$ cat src/logic/mlpc_pkg.sv
// Package of constants and types for the mode lock and preselection block
package mlpc_pkg;
    // Clock rate and persistence times
    localparam int CLK_HZ         = 100_000_000;
    localparam int LOCK_HOLD_MS   = 20;
    localparam int ACK_HOLD_MS    = 20;
    localparam int HOLD_CYCLES    = (CLK_HZ / 1000) * LOCK_HOLD_MS;
    localparam int ACKH_CYCLES    = (CLK_HZ / 1000) * ACK_HOLD_MS;
    // Brief lamp flash after a refused request, and preselection blink period
    localparam int REFUSE_MS      = 500;
    localparam int REFUSE_CYCLES  = (CLK_HZ / 1000) * REFUSE_MS;
    localparam int BLINK_MS       = 250;
    localparam int BLINK_CYCLES   = (CLK_HZ / 1000) * BLINK_MS;
    // Mode count and status code values
    localparam int NUM_MODES      = 5;
    localparam int MODE_W         = 3;
    localparam logic [3:0] CODE_NO_PERMISSION = 4'h8;
    localparam logic [3:0] CODE_PRESEL_SWITCH = 4'h9;
    localparam logic [MODE_W-1:0] MODE_RESET = 3'h0;
    localparam int PERM_W         = 3;

    typedef enum logic [1:0] {
        MLPC_IDLE,
        MLPC_PENDING
    } mlpc_state_type;
endpackage : mlpc_pkg

$ cat src/logic/mlpc_mode_lock_preselect.sv
// Mode selector with change lock and preselection confirmed by a controller
`timescale 1ns/10ps
// Overview of operation
// (RL1) Accept button press or fallback removal requests
// (RL2) Locked request: flash lamp, no-permission, outputs hold
// (RL3) Lock input high disables change lock
// (RL4) Adopt lock level only after 20 ms
// (RL5) Low lock blocks, ends preselection; high permits
// (RL6) Low ack blocks switching, adopted after 20 ms
// (RL7) Controller keeps 120 ms acknowledge interval
// (RL8) Only latest preselection stays pending
// (RL9) Ack input high disables preselection
// (RL10) Pending: selected lamp steady, preselected flashes
// (RL11) Pending: status shows preselected mode
// (RL12) Restart in last confirmed mode, drop preselection
// (RL13) Confirmation switches outputs to preselected mode
// (RL14) Confirmation: same mode, switched code shown
// (RL15) Confirmation: new lamp steady, old lamp off
// (RL16) Selected mode's button cancels preselection
// (RL17) Re-presented transponder cancels if permission sufficient
// (RL18) Low lock input cancels preselection
// (RL19) Transponder removal never cancels preselection
// (RL20) Synchronise inputs, count persistence cycles
module mlpc_mode_lock_preselect
    import mlpc_pkg::*;
#(
    parameter int HOLD_CYC   = HOLD_CYCLES,
    parameter int ACKH_CYC   = ACKH_CYCLES,
    parameter int REFUSE_CYC = REFUSE_CYCLES,
    parameter int BLINK_CYC  = BLINK_CYCLES
) (
    input  wire logic                 ref_clk,
    input  wire logic                 rst_n,
    input  wire logic                 lockCfg,
    input  wire logic                 preselCfg,
    input  wire logic                 storageCfg,
    input  wire logic                 fallbackCfg,
    input  wire logic [MODE_W-1:0]    storedMode,
    input  wire logic                 lockInputTerminal,
    input  wire logic                 acknowledgeInputTerminal,
    input  wire logic [NUM_MODES-1:0] buttonPress,
    input  wire logic                 tagRemoved,
    input  wire logic [MODE_W-1:0]    fallbackMode,
    input  wire logic                 tagPresented,
    input  wire logic [PERM_W-1:0]    tagPerm,
    input  wire logic [PERM_W-1:0]    removedPerm,
    output logic [NUM_MODES-1:0]      safeModeOutput,
    output logic [NUM_MODES-1:0]      lampOut,
    output logic [3:0]                statusCodeOutputs,
    output logic [MODE_W-1:0]         confirmedMode,
    output logic                      preselPending
);
    localparam int CW = $clog2(HOLD_CYC + ACKH_CYC + REFUSE_CYC
                               + BLINK_CYC + 2);

    // Counts below one would leave the filters and timers stuck
    if (HOLD_CYC < 1 || ACKH_CYC < 1
        || REFUSE_CYC < 1 || BLINK_CYC < 1) begin : g_bad_counts
        $error("mlpc: timing counts must be at least one");
    end

    // One-hot decode of a mode number, used for outputs and lamps
    function automatic logic [NUM_MODES-1:0] mlpc_onehot(
        input logic [MODE_W-1:0] m);
        logic [NUM_MODES-1:0] v;
        v = '0;
        for (int i = 0; i < NUM_MODES; i++) begin
            if (m == MODE_W'(i)) v[i] = 1'b1;
        end
        return v;
    endfunction : mlpc_onehot

    // Two-stage synchronisers; first stage feeds only the second
    logic lockMeta_r, lockSync_r, ackMeta_r, ackSync_r;
    always_ff @(posedge ref_clk) begin
        if (!rst_n) begin
            lockMeta_r <= 1'b1;
            lockSync_r <= 1'b1;
            ackMeta_r  <= 1'b1;
            ackSync_r  <= 1'b1;
        end else begin
            lockMeta_r <= lockInputTerminal;            // RL20
            lockSync_r <= lockMeta_r;
            ackMeta_r  <= acknowledgeInputTerminal;
            ackSync_r  <= ackMeta_r;
        end
    end

    // Lock filter: new level adopted after it persisted the hold time
    logic          lockLvl_r;
    logic [CW-1:0] lockCnt_r;
    always_ff @(posedge ref_clk) begin
        if (!rst_n) begin
            lockLvl_r <= 1'b1;
            lockCnt_r <= '0;
        end else if (lockSync_r == lockLvl_r) begin
            lockCnt_r <= '0;
        end else if (lockCnt_r == CW'(HOLD_CYC - 1)) begin
            lockLvl_r <= lockSync_r;                    // RL4
            lockCnt_r <= '0;
        end else begin
            lockCnt_r <= lockCnt_r + 1'b1;              // RL20
        end
    end

    // Ack filter: low only after hold time, high taken at once
    logic          ackLvl_r;
    logic [CW-1:0] ackCnt_r;
    always_ff @(posedge ref_clk) begin
        if (!rst_n) begin
            ackLvl_r <= 1'b1;
            ackCnt_r <= '0;
        end else if (ackSync_r) begin
            ackLvl_r <= 1'b1;
            ackCnt_r <= '0;
        end else if (!ackLvl_r) begin
            ackCnt_r <= '0;
        end else if (ackCnt_r == CW'(ACKH_CYC - 1)) begin
            ackLvl_r <= 1'b0;                           // RL6
            ackCnt_r <= '0;
        end else begin
            ackCnt_r <= ackCnt_r + 1'b1;
        end
    end

    // Lock active only when configured and terminal level low
    logic locked, preselOn;
    assign locked   = lockCfg && !lockLvl_r;            // RL3 RL5
    // Preselection only when configured and terminal level low
    assign preselOn = preselCfg && !ackLvl_r;           // RL9

    // Request decode: lowest pressed button wins
    logic                reqValid;
    logic [MODE_W-1:0]   reqMode;
    logic                fbReq;
    always_comb begin
        reqValid = 1'b0;
        reqMode  = '0;
        for (int i = NUM_MODES - 1; i >= 0; i--) begin
            if (buttonPress[i]) begin
                reqValid = 1'b1;
                reqMode  = MODE_W'(i);
            end
        end
        fbReq = fallbackCfg && tagRemoved && !reqValid;
        if (fbReq) begin
            reqValid = 1'b1;                            // RL1
            reqMode  = fallbackMode;
        end
    end

    // Mode state machine
    mlpc_state_type      state_r, state_nxt;
    logic [MODE_W-1:0]   selMode_r, preMode_r;
    logic                switched_r, refused_r;
    logic [MODE_W-1:0]   refMode_r;
    logic [CW-1:0]       refCnt_r;
    logic                cancel, confirm, sameBtn;
    logic                restartLoad_r;

    assign sameBtn = reqValid && !fbReq && reqMode == selMode_r; // RL19
    assign cancel  = (state_r == MLPC_PENDING)
                   && (sameBtn                                      // RL16
                       || (fallbackCfg && tagPresented
                           && tagPerm >= removedPerm)               // RL17
                       || locked);                                  // RL18 RL5
    // Confirmation when ack released high; high also turns feature off
    assign confirm = (state_r == MLPC_PENDING) && !cancel && !preselOn;

    always_comb begin
        state_nxt = state_r;
        unique case (state_r)
            MLPC_IDLE:
                if (reqValid && !locked && preselOn && !sameBtn)
                    state_nxt = MLPC_PENDING;
            MLPC_PENDING:
                if (cancel || confirm)
                    state_nxt = MLPC_IDLE;
            default: state_nxt = MLPC_IDLE;
        endcase
    end

    // Restart flag: high for the first cycle after reset only, so that
    // selecting mode zero later never reloads the stored mode
    always_ff @(posedge ref_clk) begin
        if (!rst_n) begin
            restartLoad_r <= 1'b1;
        end else begin
            restartLoad_r <= 1'b0;
        end
    end

    // Selected and preselected modes; restart takes stored mode
    always_ff @(posedge ref_clk) begin
        if (!rst_n) begin
            state_r   <= MLPC_IDLE;                     // RL12
            selMode_r <= MODE_RESET;
            preMode_r <= MODE_RESET;
        end else begin
            state_r <= state_nxt;
            if (restartLoad_r && storageCfg)
                selMode_r <= storedMode;                // RL12
            if (confirm)
                selMode_r <= preMode_r;                 // RL13
            else if (reqValid && !locked && !sameBtn) begin
                if (preselOn && !cancel)
                    preMode_r <= reqMode;               // RL8
                else if (!preselOn && state_r == MLPC_IDLE)
                    selMode_r <= reqMode;
            end
        end
    end

    // Refused request flash timer and switched-code flag
    always_ff @(posedge ref_clk) begin
        if (!rst_n) begin
            refused_r  <= 1'b0;
            refMode_r  <= MODE_RESET;
            refCnt_r   <= '0;
            switched_r <= 1'b0;
        end else begin
            if (reqValid && locked) begin
                refused_r <= 1'b1;                      // RL2
                refMode_r <= reqMode;
                refCnt_r  <= '0;
            end else if (refused_r) begin
                if (refCnt_r == CW'(REFUSE_CYC - 1))
                    refused_r <= 1'b0;
                refCnt_r <= refCnt_r + 1'b1;
            end
            if (confirm)
                switched_r <= 1'b1;                     // RL14
            else if (reqValid)
                switched_r <= 1'b0;
        end
    end

    // Blink phase generator for flashing lamps
    logic [CW-1:0] blinkCnt_r;
    logic          blink_r;
    always_ff @(posedge ref_clk) begin
        if (!rst_n) begin
            blinkCnt_r <= '0;
            blink_r    <= 1'b0;
        end else if (blinkCnt_r == CW'(BLINK_CYC - 1)) begin
            blinkCnt_r <= '0;
            blink_r    <= !blink_r;
        end else begin
            blinkCnt_r <= blinkCnt_r + 1'b1;
        end
    end

    // Registered outputs: mode outputs follow selected mode only
    always_ff @(posedge ref_clk) begin
        if (!rst_n) begin
            safeModeOutput    <= '0;
            lampOut           <= '0;
            statusCodeOutputs <= '0;
            confirmedMode     <= MODE_RESET;
            preselPending     <= 1'b0;
        end else begin
            safeModeOutput <= mlpc_onehot(selMode_r);   // RL2 RL10 RL13
            confirmedMode  <= selMode_r;
            preselPending  <= state_r == MLPC_PENDING;
            if (state_r == MLPC_PENDING) begin
                lampOut <= mlpc_onehot(selMode_r)
                         | (blink_r ? mlpc_onehot(preMode_r) : '0); // RL10
                statusCodeOutputs <= {1'b0, preMode_r};        // RL11
            end else begin
                lampOut <= mlpc_onehot(selMode_r)               // RL15
                         | ((refused_r && blink_r)
                            ? mlpc_onehot(refMode_r) : '0);     // RL2
                if (refused_r)
                    statusCodeOutputs <= CODE_NO_PERMISSION;    // RL2
                else if (switched_r)
                    statusCodeOutputs <= CODE_PRESEL_SWITCH;    // RL14
                else
                    statusCodeOutputs <= {1'b0, selMode_r};
            end
        end
    end

    // Assertions
    a_locked_holds: assert property ( // RL2
        @(posedge ref_clk) disable iff (!rst_n)
        (reqValid && locked && state_r == MLPC_IDLE) |=> $stable(selMode_r))
        else $error("mode changed while locked");
    a_lock_filter: assert property ( // RL4
        @(posedge ref_clk) disable iff (!rst_n)
        $changed(lockLvl_r) |-> lockSync_r == lockLvl_r)
        else $error("lock level adopted wrongly");
    a_ack_filter: assert property ( // RL6
        @(posedge ref_clk) disable iff (!rst_n)
        $fell(ackLvl_r) |-> $past(ackCnt_r) == CW'(ACKH_CYC - 1))
        else $error("ack low adopted too early");
    a_lock_cancel: assert property ( // RL18
        @(posedge ref_clk) disable iff (!rst_n)
        (state_r == MLPC_PENDING && locked) |=> state_r == MLPC_IDLE)
        else $error("low lock kept preselection");
    a_confirm_switch: assert property ( // RL13
        @(posedge ref_clk) disable iff (!rst_n)
        confirm |=> selMode_r == $past(preMode_r) ##1
        safeModeOutput == mlpc_onehot($past(selMode_r)))
        else $error("confirm did not switch outputs");
    a_pend_status: assert property ( // RL11
        @(posedge ref_clk) disable iff (!rst_n)
        state_r == MLPC_PENDING |=> statusCodeOutputs == {1'b0,
        $past(preMode_r)})
        else $error("status not showing preselection");
    a_pend_outputs: assert property ( // RL10
        @(posedge ref_clk) disable iff (!rst_n)
        state_r == MLPC_PENDING && !confirm |=> $stable(selMode_r))
        else $error("outputs moved while pending");
    a_same_cancel: assert property ( // RL16
        @(posedge ref_clk) disable iff (!rst_n)
        (state_r == MLPC_PENDING && sameBtn) |=> state_r == MLPC_IDLE)
        else $error("own button did not cancel");
    a_ack_high_off: assert property ( // RL9
        @(posedge ref_clk) disable iff (!rst_n)
        (state_r == MLPC_IDLE && ackLvl_r) |=> state_r == MLPC_IDLE)
        else $error("preselection with ack high");
    // Timing of the lock filter, not only the level it takes
    a_lock_timing: assert property ( // RL4 RL20
        @(posedge ref_clk) disable iff (!rst_n)
        $changed(lockLvl_r) |-> $past(lockCnt_r) == CW'(HOLD_CYC - 1))
        else $error("lock level adopted before hold time");
    a_refuse_code: assert property ( // RL2
        @(posedge ref_clk) disable iff (!rst_n)
        (reqValid && locked && state_r == MLPC_IDLE)
        |-> ##2 statusCodeOutputs == CODE_NO_PERMISSION)
        else $error("refused request without no-permission code");
    a_switch_code: assert property ( // RL14
        @(posedge ref_clk) disable iff (!rst_n)
        (confirm && !refused_r) |-> ##2 statusCodeOutputs == CODE_PRESEL_SWITCH)
        else $error("confirm without switched code");
    a_confirm_lamp: assert property ( // RL15
        @(posedge ref_clk) disable iff (!rst_n)
        (confirm && !refused_r)
        |-> ##2 lampOut == mlpc_onehot($past(preMode_r, 2)))
        else $error("lamps wrong after confirm");
    a_pend_lamp: assert property ( // RL10
        @(posedge ref_clk) disable iff (!rst_n)
        (state_r == MLPC_PENDING && !blink_r)
        |=> lampOut == mlpc_onehot($past(selMode_r)))
        else $error("selected lamp not steady while pending");
    a_remove_keeps: assert property ( // RL19 RL8
        @(posedge ref_clk) disable iff (!rst_n)
        (state_r == MLPC_PENDING && fbReq && preselOn && !locked
         && !tagPresented)
        |=> state_r == MLPC_PENDING && preMode_r == $past(fallbackMode))
        else $error("removal cancelled or lost preselection");
    a_restart_mode: assert property ( // RL12
        @(posedge ref_clk) disable iff (!rst_n)
        (restartLoad_r && storageCfg && !reqValid)
        |=> selMode_r == $past(storedMode))
        else $error("stored mode not taken at restart");
endmodule : mlpc_mode_lock_preselect

$ cat config.mk
export PLATFORM = sky130hd
export DESIGN_NAME = mlpc_mode_lock_preselect
export DESIGN_NICKNAME = d
export VERILOG_FILES = /design/src/logic/mlpc_pkg.sv /design/src/logic/mlpc_mode_lock_preselect.sv
export SDC_FILE = /design/constraint.sdc
export NUM_CORES = 1
export LEC_CHECK = 0
export ABC_AREA = 0
export BUFFER_PORTS_ARGS = -buffer_cell sky130_fd_sc_hd__buf_2
export CORE_UTILIZATION = 45
export DETAILED_ROUTE_END_ITERATION = 6
export GPL_ROUTABILITY_DRIVEN = 0
export GPL_TIMING_DRIVEN = 0
export SYNTH_ARGS = -nofsm -noshare
export SYNTH_HDL_FRONTEND = slang
export SYNTH_SLANG_ARGS = --single-unit
$ cat constraint.sdc
create_clock -name ref_clk -period 4.6 [get_ports ref_clk]
set_clock_uncertainty 0.1 [all_clocks]
set_input_delay 0.92 -clock ref_clk [delete_from_list [all_inputs] [get_ports ref_clk]]
set_output_delay 0.92 -clock ref_clk [all_outputs]
set_load 0.01 [all_outputs]
### After elaboration in Yosys (flattened, before gate mapping)

Index checks and enable logic that the tools add are counted.

* bitwise operators: 6
* $add $sub $neg: 4
* $lt $le $gt $ge: 1
* muxes and demuxes: 89
* reduce and logical (&&, ||, !) cells: 46
* eq/ne operators: 21

Operators by type and width (number)
* $add A27 B1 Y27 const B: 4
* $mux W1: 69
* $eq A27 B21 Y1 const B: 2
* $mux W3: 12
* $eq A27 B25 Y1 const B: 1
* $eq A27 B26 Y1 const B: 1
* $logic_and A1 B1 Y1: 20
* $eq A3 B2 Y1 const B: 6
* $mux W5: 3
* $or A5 B5 Y5: 2
* $eq A3 B1 Y1 const B: 3
* $eq A3 B3 Y1 const B: 3
* $logic_not A1 Y1: 9
* $logic_not A3 Y1: 3
* $mux W4: 2
* $reduce_or A2 Y1: 4
* $mux W2: 2
* $ne A2 B2 Y1 const B: 2
* $not A1 Y1: 4
* $pmux W2 S2: 1
* $reduce_and A2 Y1: 2
* $reduce_or A4 Y1: 1
* $eq A3 B3 Y1: 1
* $ge A3 B3 Y1: 1
* other kinds (7): 9

* word-level logic and storage cells: 191
* input port bits: 27
* flip-flop bits (word level): 147
* output and inout port bits: 18

### Longest topological paths before layout

* word-level depth: 19
* gate-level depth with buffers: 8
* depth with buffers taken out: 7

### Worst setup path after synthesis

No wires, ideal clock.

* path kind: input -> register
* start: input buttonPress[0]
* end: register selMode_r[2]
* arrival time: 2300 ps
* path buffers: 0
* data required time: 4442 ps
* setup slack: 2142 ps
* stages: 5
* library setup time: 58 ps
* path through: or4_1 > o32ai_1 > o211ai_1 > nand2b_1 > o221a_2

* word-level cells in the longest chain between the ends: 14
* elaborated cells between the ends (all ways): 24
* those cells by class: eq/ne: 1; mux: 8; reduce/logical: 15

RTL lines
* start, declared: line mlpc_mode_lock_preselect.sv:41 `input wire logic [NUM_MODES-1:0] buttonPress,`
* $mux W1: line mlpc_mode_lock_preselect.sv:140 `if (buttonPress[i]) begin`
* $logic_not A1 Y1: line mlpc_mode_lock_preselect.sv:145 `fbReq = fallbackCfg && tagRemoved && !reqValid;`
* $logic_and A1 B1 Y1: line mlpc_mode_lock_preselect.sv:145
* $mux W3, or another cell as far along: line mlpc_mode_lock_preselect.sv:146 `if (fbReq) begin`
* $eq A3 B3 Y1 or $logic_and A1 B1 Y1 (tied branches): line mlpc_mode_lock_preselect.sv:161 `assign sameBtn = reqValid && !fbReq && reqMode == selMode_r;`
* $logic_and A1 B1 Y1: line mlpc_mode_lock_preselect.sv:161
* $logic_or A1 B1 Y1: line mlpc_mode_lock_preselect.sv:164 `|| (fallbackCfg && tagPresented`
* $logic_or A1 B1 Y1: line mlpc_mode_lock_preselect.sv:166 `|| locked);`
* $logic_and A1 B1 Y1: line mlpc_mode_lock_preselect.sv:163 `&& (sameBtn`
* $logic_not A1 Y1: line mlpc_mode_lock_preselect.sv:168, mlpc_mode_lock_preselect.sv:206
* $logic_and A1 B1 Y1: line mlpc_mode_lock_preselect.sv:206 `if (preselOn && !cancel)`
* $mux W3: line mlpc_mode_lock_preselect.sv:206
* $mux W3: line mlpc_mode_lock_preselect.sv:205 `else if (reqValid && !locked && !sameBtn) begin`
* $mux W3 (*): line mlpc_mode_lock_preselect.sv:203 `if (confirm)`
* end signal, assigned: line mlpc_mode_lock_preselect.sv:202 `selMode_r <= storedMode;`
* end signal, assigned: line mlpc_mode_lock_preselect.sv:204 `selMode_r <= preMode_r;`
* end signal, assigned: line mlpc_mode_lock_preselect.sv:209 `selMode_r <= reqMode;`
* end, declared: line mlpc_mode_lock_preselect.sv:154 `logic [MODE_W-1:0] selMode_r, preMode_r;`

Mark *: on every way between the ends. The rest lies on a longest branch, timed or not.
A chain may end at the register's enable or synchronous reset.

### Worst setup path in the final report

* start: input fallbackCfg
* end: register refCnt_r[22]

* word-level cells in the longest chain between the ends: 5

RTL lines
* start, declared: line mlpc_mode_lock_preselect.sv:37 `input wire logic fallbackCfg,`
* $logic_and A1 B1 Y1 (2 in a row): line mlpc_mode_lock_preselect.sv:145
* $mux W1: line mlpc_mode_lock_preselect.sv:146
* $logic_and A1 B1 Y1: line mlpc_mode_lock_preselect.sv:222 `if (reqValid && locked) begin`
* $reduce_or A2 Y1 (no source line)
* end signal, assigned: line mlpc_mode_lock_preselect.sv:229 `refCnt_r <= refCnt_r + 1'b1;`
* end, declared: line mlpc_mode_lock_preselect.sv:157 `logic [CW-1:0] refCnt_r;`

No other way between the ends.

==> flow_summary.json <==
{
  "maxSlewViolCount": 0,
  "met1_length_um": 6670,
  "fillers": 1299,
  "routed_wl_um": 13900,
  "h-tree-depth": 4,
  "synth_cells": 763,
  "tightest_slew_ns": 0.849,
  "vias": 5417,
  "met3_length_um": 618,
  "ctsResizeCount": 0,
  "critPathBufInv": 2,
  "num_rows": 43,
  "dr.pass1.iters": 4,
  "path_class": "in -> reg",
  "syn_nets": 797,
  "comb_power_share": 0.046,
  "hold_buffers": 0,
  "ir_drop_mv": 0.282,
  "portBuffers": 43,
  "dr.max_layer_used": "met5",
  "fin_worst_hold_slack_ns": 0.313,
  "yosys.area.top_type": "dfxtp_1",
  "die_y_um": 123,
  "hpwl_um": 10100,
  "insertedDiodeCount": 0,
  "cts_setup_buffers": 0,
  "numCtsBuffers": 17,
  "vias_per_cell": 5.34,
  "drtIter0Drc": 287,
  "antenna_found_initial": 1,
  "relSlewSlack": 0.429,
  "grt_max_degree": 17,
  "grt-ovfl-total": 0,
  "ys_top_cells_by_area": "dfxtp_1, xnor2_1, nor2_1",
  "cts_buffer_depth": 2,
  "switching_power_mw": 0.575,
  "drt-wirelength-per-cell_um": 13.7,
  "grt_pass1_vias": 5069,
  "async_flop_share": 0,
  "core-area_um2": 14100,
  "ant_nets": 0,
  "start_util": 0.467,
  "fmax_mhz": 379,
  "start_kind": "input pin",
  "syn_area_um2": 6580,
  "cts_tree": "built",
  "crit_chain": "clkbuf_1 -> a21oi_1 -> and2_1 -> o21ai_1 -> clkbuf_1 -> nor2_1",
  "grt_pass1_wl_um": 23400,
  "route.detailed.drc": 0,
  "p_int_mw": 2.21,
  "seqPwrFrac": 0.463,
  "finalCriticalPeriod_ns": 2.64,
  "area_growth_pct": 15.6,
  "cts-root-buf": "clkbuf_16",
  "period_share": 0.574,
  "synth_top_cells_by_count": "dfxtp_1, nor2_1, xnor2_1",
  "crit_top_cell": "clkbuf_1",
  "ys_seq_area_frac": 0.444,
  "slowest_stage": "o21ai_1",
  "cap_viol_max_count": 0,
  "dieArea_um2": 15100,
  "slowest_delay_ns": 0.66,
  "synth_area_per_cell_um2": 8.62,
  "finalSetupViolCount": 0,
  "r2r_setup_slack_ns": 2.29,
  "finalSetupTns_ns": 0,
  "yosysWarnings": 0,
  "cp_data_required_time_ns": 4.79,
  "cts.sinks": 146,
  "cp.arrival_ns": 2.83,
  "grt_usage": 0.198,
  "hold_path.class": "reg -> reg",
  "routed-wl-met2_um": 6350,
  "hold_viol_final": 0,
  "crit_fanout": 10,
  "status": "complete, no violations",
  "synth_top_flop_cell": "dfxtp_1",
  "power_density_nw_per_um2": 367,
  "rsz0062_at_grt": "false",
  "path_clk_slew_ns": 0.06,
  "synth.distinct_cells": 59,
  "pwr-share-clk": 0.491,
  "synth.most_common_cell": "dfxtp_1",
  "ios": 45,
  "endpoint_kind": "register",
  "insertion_delay_ns": 0.42,
  "swShare": 0.206,
  "final_nets": 859,
  "synth_top_area_frac": 0.444,
  "drive_gt1_frac": 0.103,
  "die_w_um": 123,
  "cp_top_family": "compound AO/OA/AOI/OAI gates",
  "ys_ff_latch": 146,
  "synth_edf_count": 0,
  "p_leak_nw": 2.63
}
state kept, by name, summed over array words and instances, names as in the netlist, 3 cells and up:
name               cells
selMode_r              3
refMode_r              3
refCnt_r              27
confirmedMode          3
blinkCnt_r            27
statusCodeOutputs      4
ackCnt_r              27
lockCnt_r             27
lampOut                5
safeModeOutput         5
preMode_r              3
power groups by stage:
stage	combinational, mW	clock (mW)	sequential, mW
2_1_floorplan	0.0756	0	1.32
4_1_cts	0.129	1.41	1.29
5_1_grt	0.143	1.46	1.29
6_report	0.128	1.37	1.29
3_5_place_dp	0.128	0	1.32
3_3_place_gp	0.126	0	1.32
path summary, 6_finish.rpt:
path         depth (start not counted)            to         from
min                                  1    lockSync_r   lockMeta_r
max reg2reg                          6  refCnt_r[26]  refCnt_r[0]
max                                  6  refCnt_r[22]  fallbackCfg
min reg2reg                          1    lockSync_r   lockMeta_r
through the flow:
stage	instances	setup WS [ns]	cell area, um^2	utilization	power (mW)
floorplan	763	2.14	6580	-	1.40
global placement	986	1.56	7020	0.498	1.44
detailed placement	986	1.49	7020	0.498	1.45
CTS	1015	1.95	7600	0.539	2.82
global route	1015	1.76	7600	0.539	2.90
finish	1015	1.96	7600	0.539	2.79
cell usage in the layout (no fill, tap or decap), types with 4 or more instances in the layout:
| cell | count |
|---|---|
| and3_1 | 10 |
| xor2_1 | 33 |
| mux2i_1 | 7 |
| or3_1 | 7 |
| dfxtp_1 | 146 |
| nor4_1 | 21 |
| nand3_1 | 41 |
| nand3b_1 | 6 |
| nor4b_1 | 6 |
| and4_1 | 16 |
| nor3_1 | 31 |
| a21oi_1 | 21 |
| nand2b_1 | 10 |
| ha_1 | 7 |
| nand2_1 | 50 |
| nor2_1 | 139 |
| clkbuf_16 | 17 |
| o21ai_0 | 15 |
| and2_1 | 7 |
| xnor2_1 | 62 |
| buf_2 | 49 |
| nor2b_1 | 4 |
| or4_1 | 6 |
| inv_1 | 23 |
| clkbuf_1 | 24 |
| nand4_1 | 23 |
worst register-to-register path, delay by kind of cell (launching register included):
family,cells,cell delay [ns]
simple gates,4,1.20
mux,1,0.35
flops,1,0.36
fa+ha+maj,1,0.19
per-layer routing:
metal	vias up	GRT usage
met1	2513	0.254
met2	104	0.312
li1	2779	-
met3	19	0.0572
met4	2	0.0823
met5	-	0
area by class of cell:
cell class	count	area, um^2	area share
repair buffers	43	215	0.0283
clock buffers	23	478	0.0629
inverters	24	90.1	0.0118
clock inverters	6	105	0.0138
plain buffers	29	128	0.0168
multi-input cells	564	3440	0.452
well taps	180	225	0.0296
flip-flops and latches	146	2920	0.384
logic make-up (layout without fill, tap and decap cells):
| family | Yosys count | count (layout) | synth area share |
|---|---|---|---|
| AOI/OAI and AO/OA | 63 | 63 | 0.0612 |
| xor gates and xnor gates | 95 | 95 | 0.126 |
| adders and majority gates | 7 | 7 | 0.0133 |
| buffers and inverters | 53 | 125 | 0.0331 |
| DFF | 146 | 146 | 0.444 |
| muxes | 9 | 9 | 0.0141 |
| and+or+nand+nor | 390 | 390 | 0.308 |
Power figures use the tool's default switching activity.
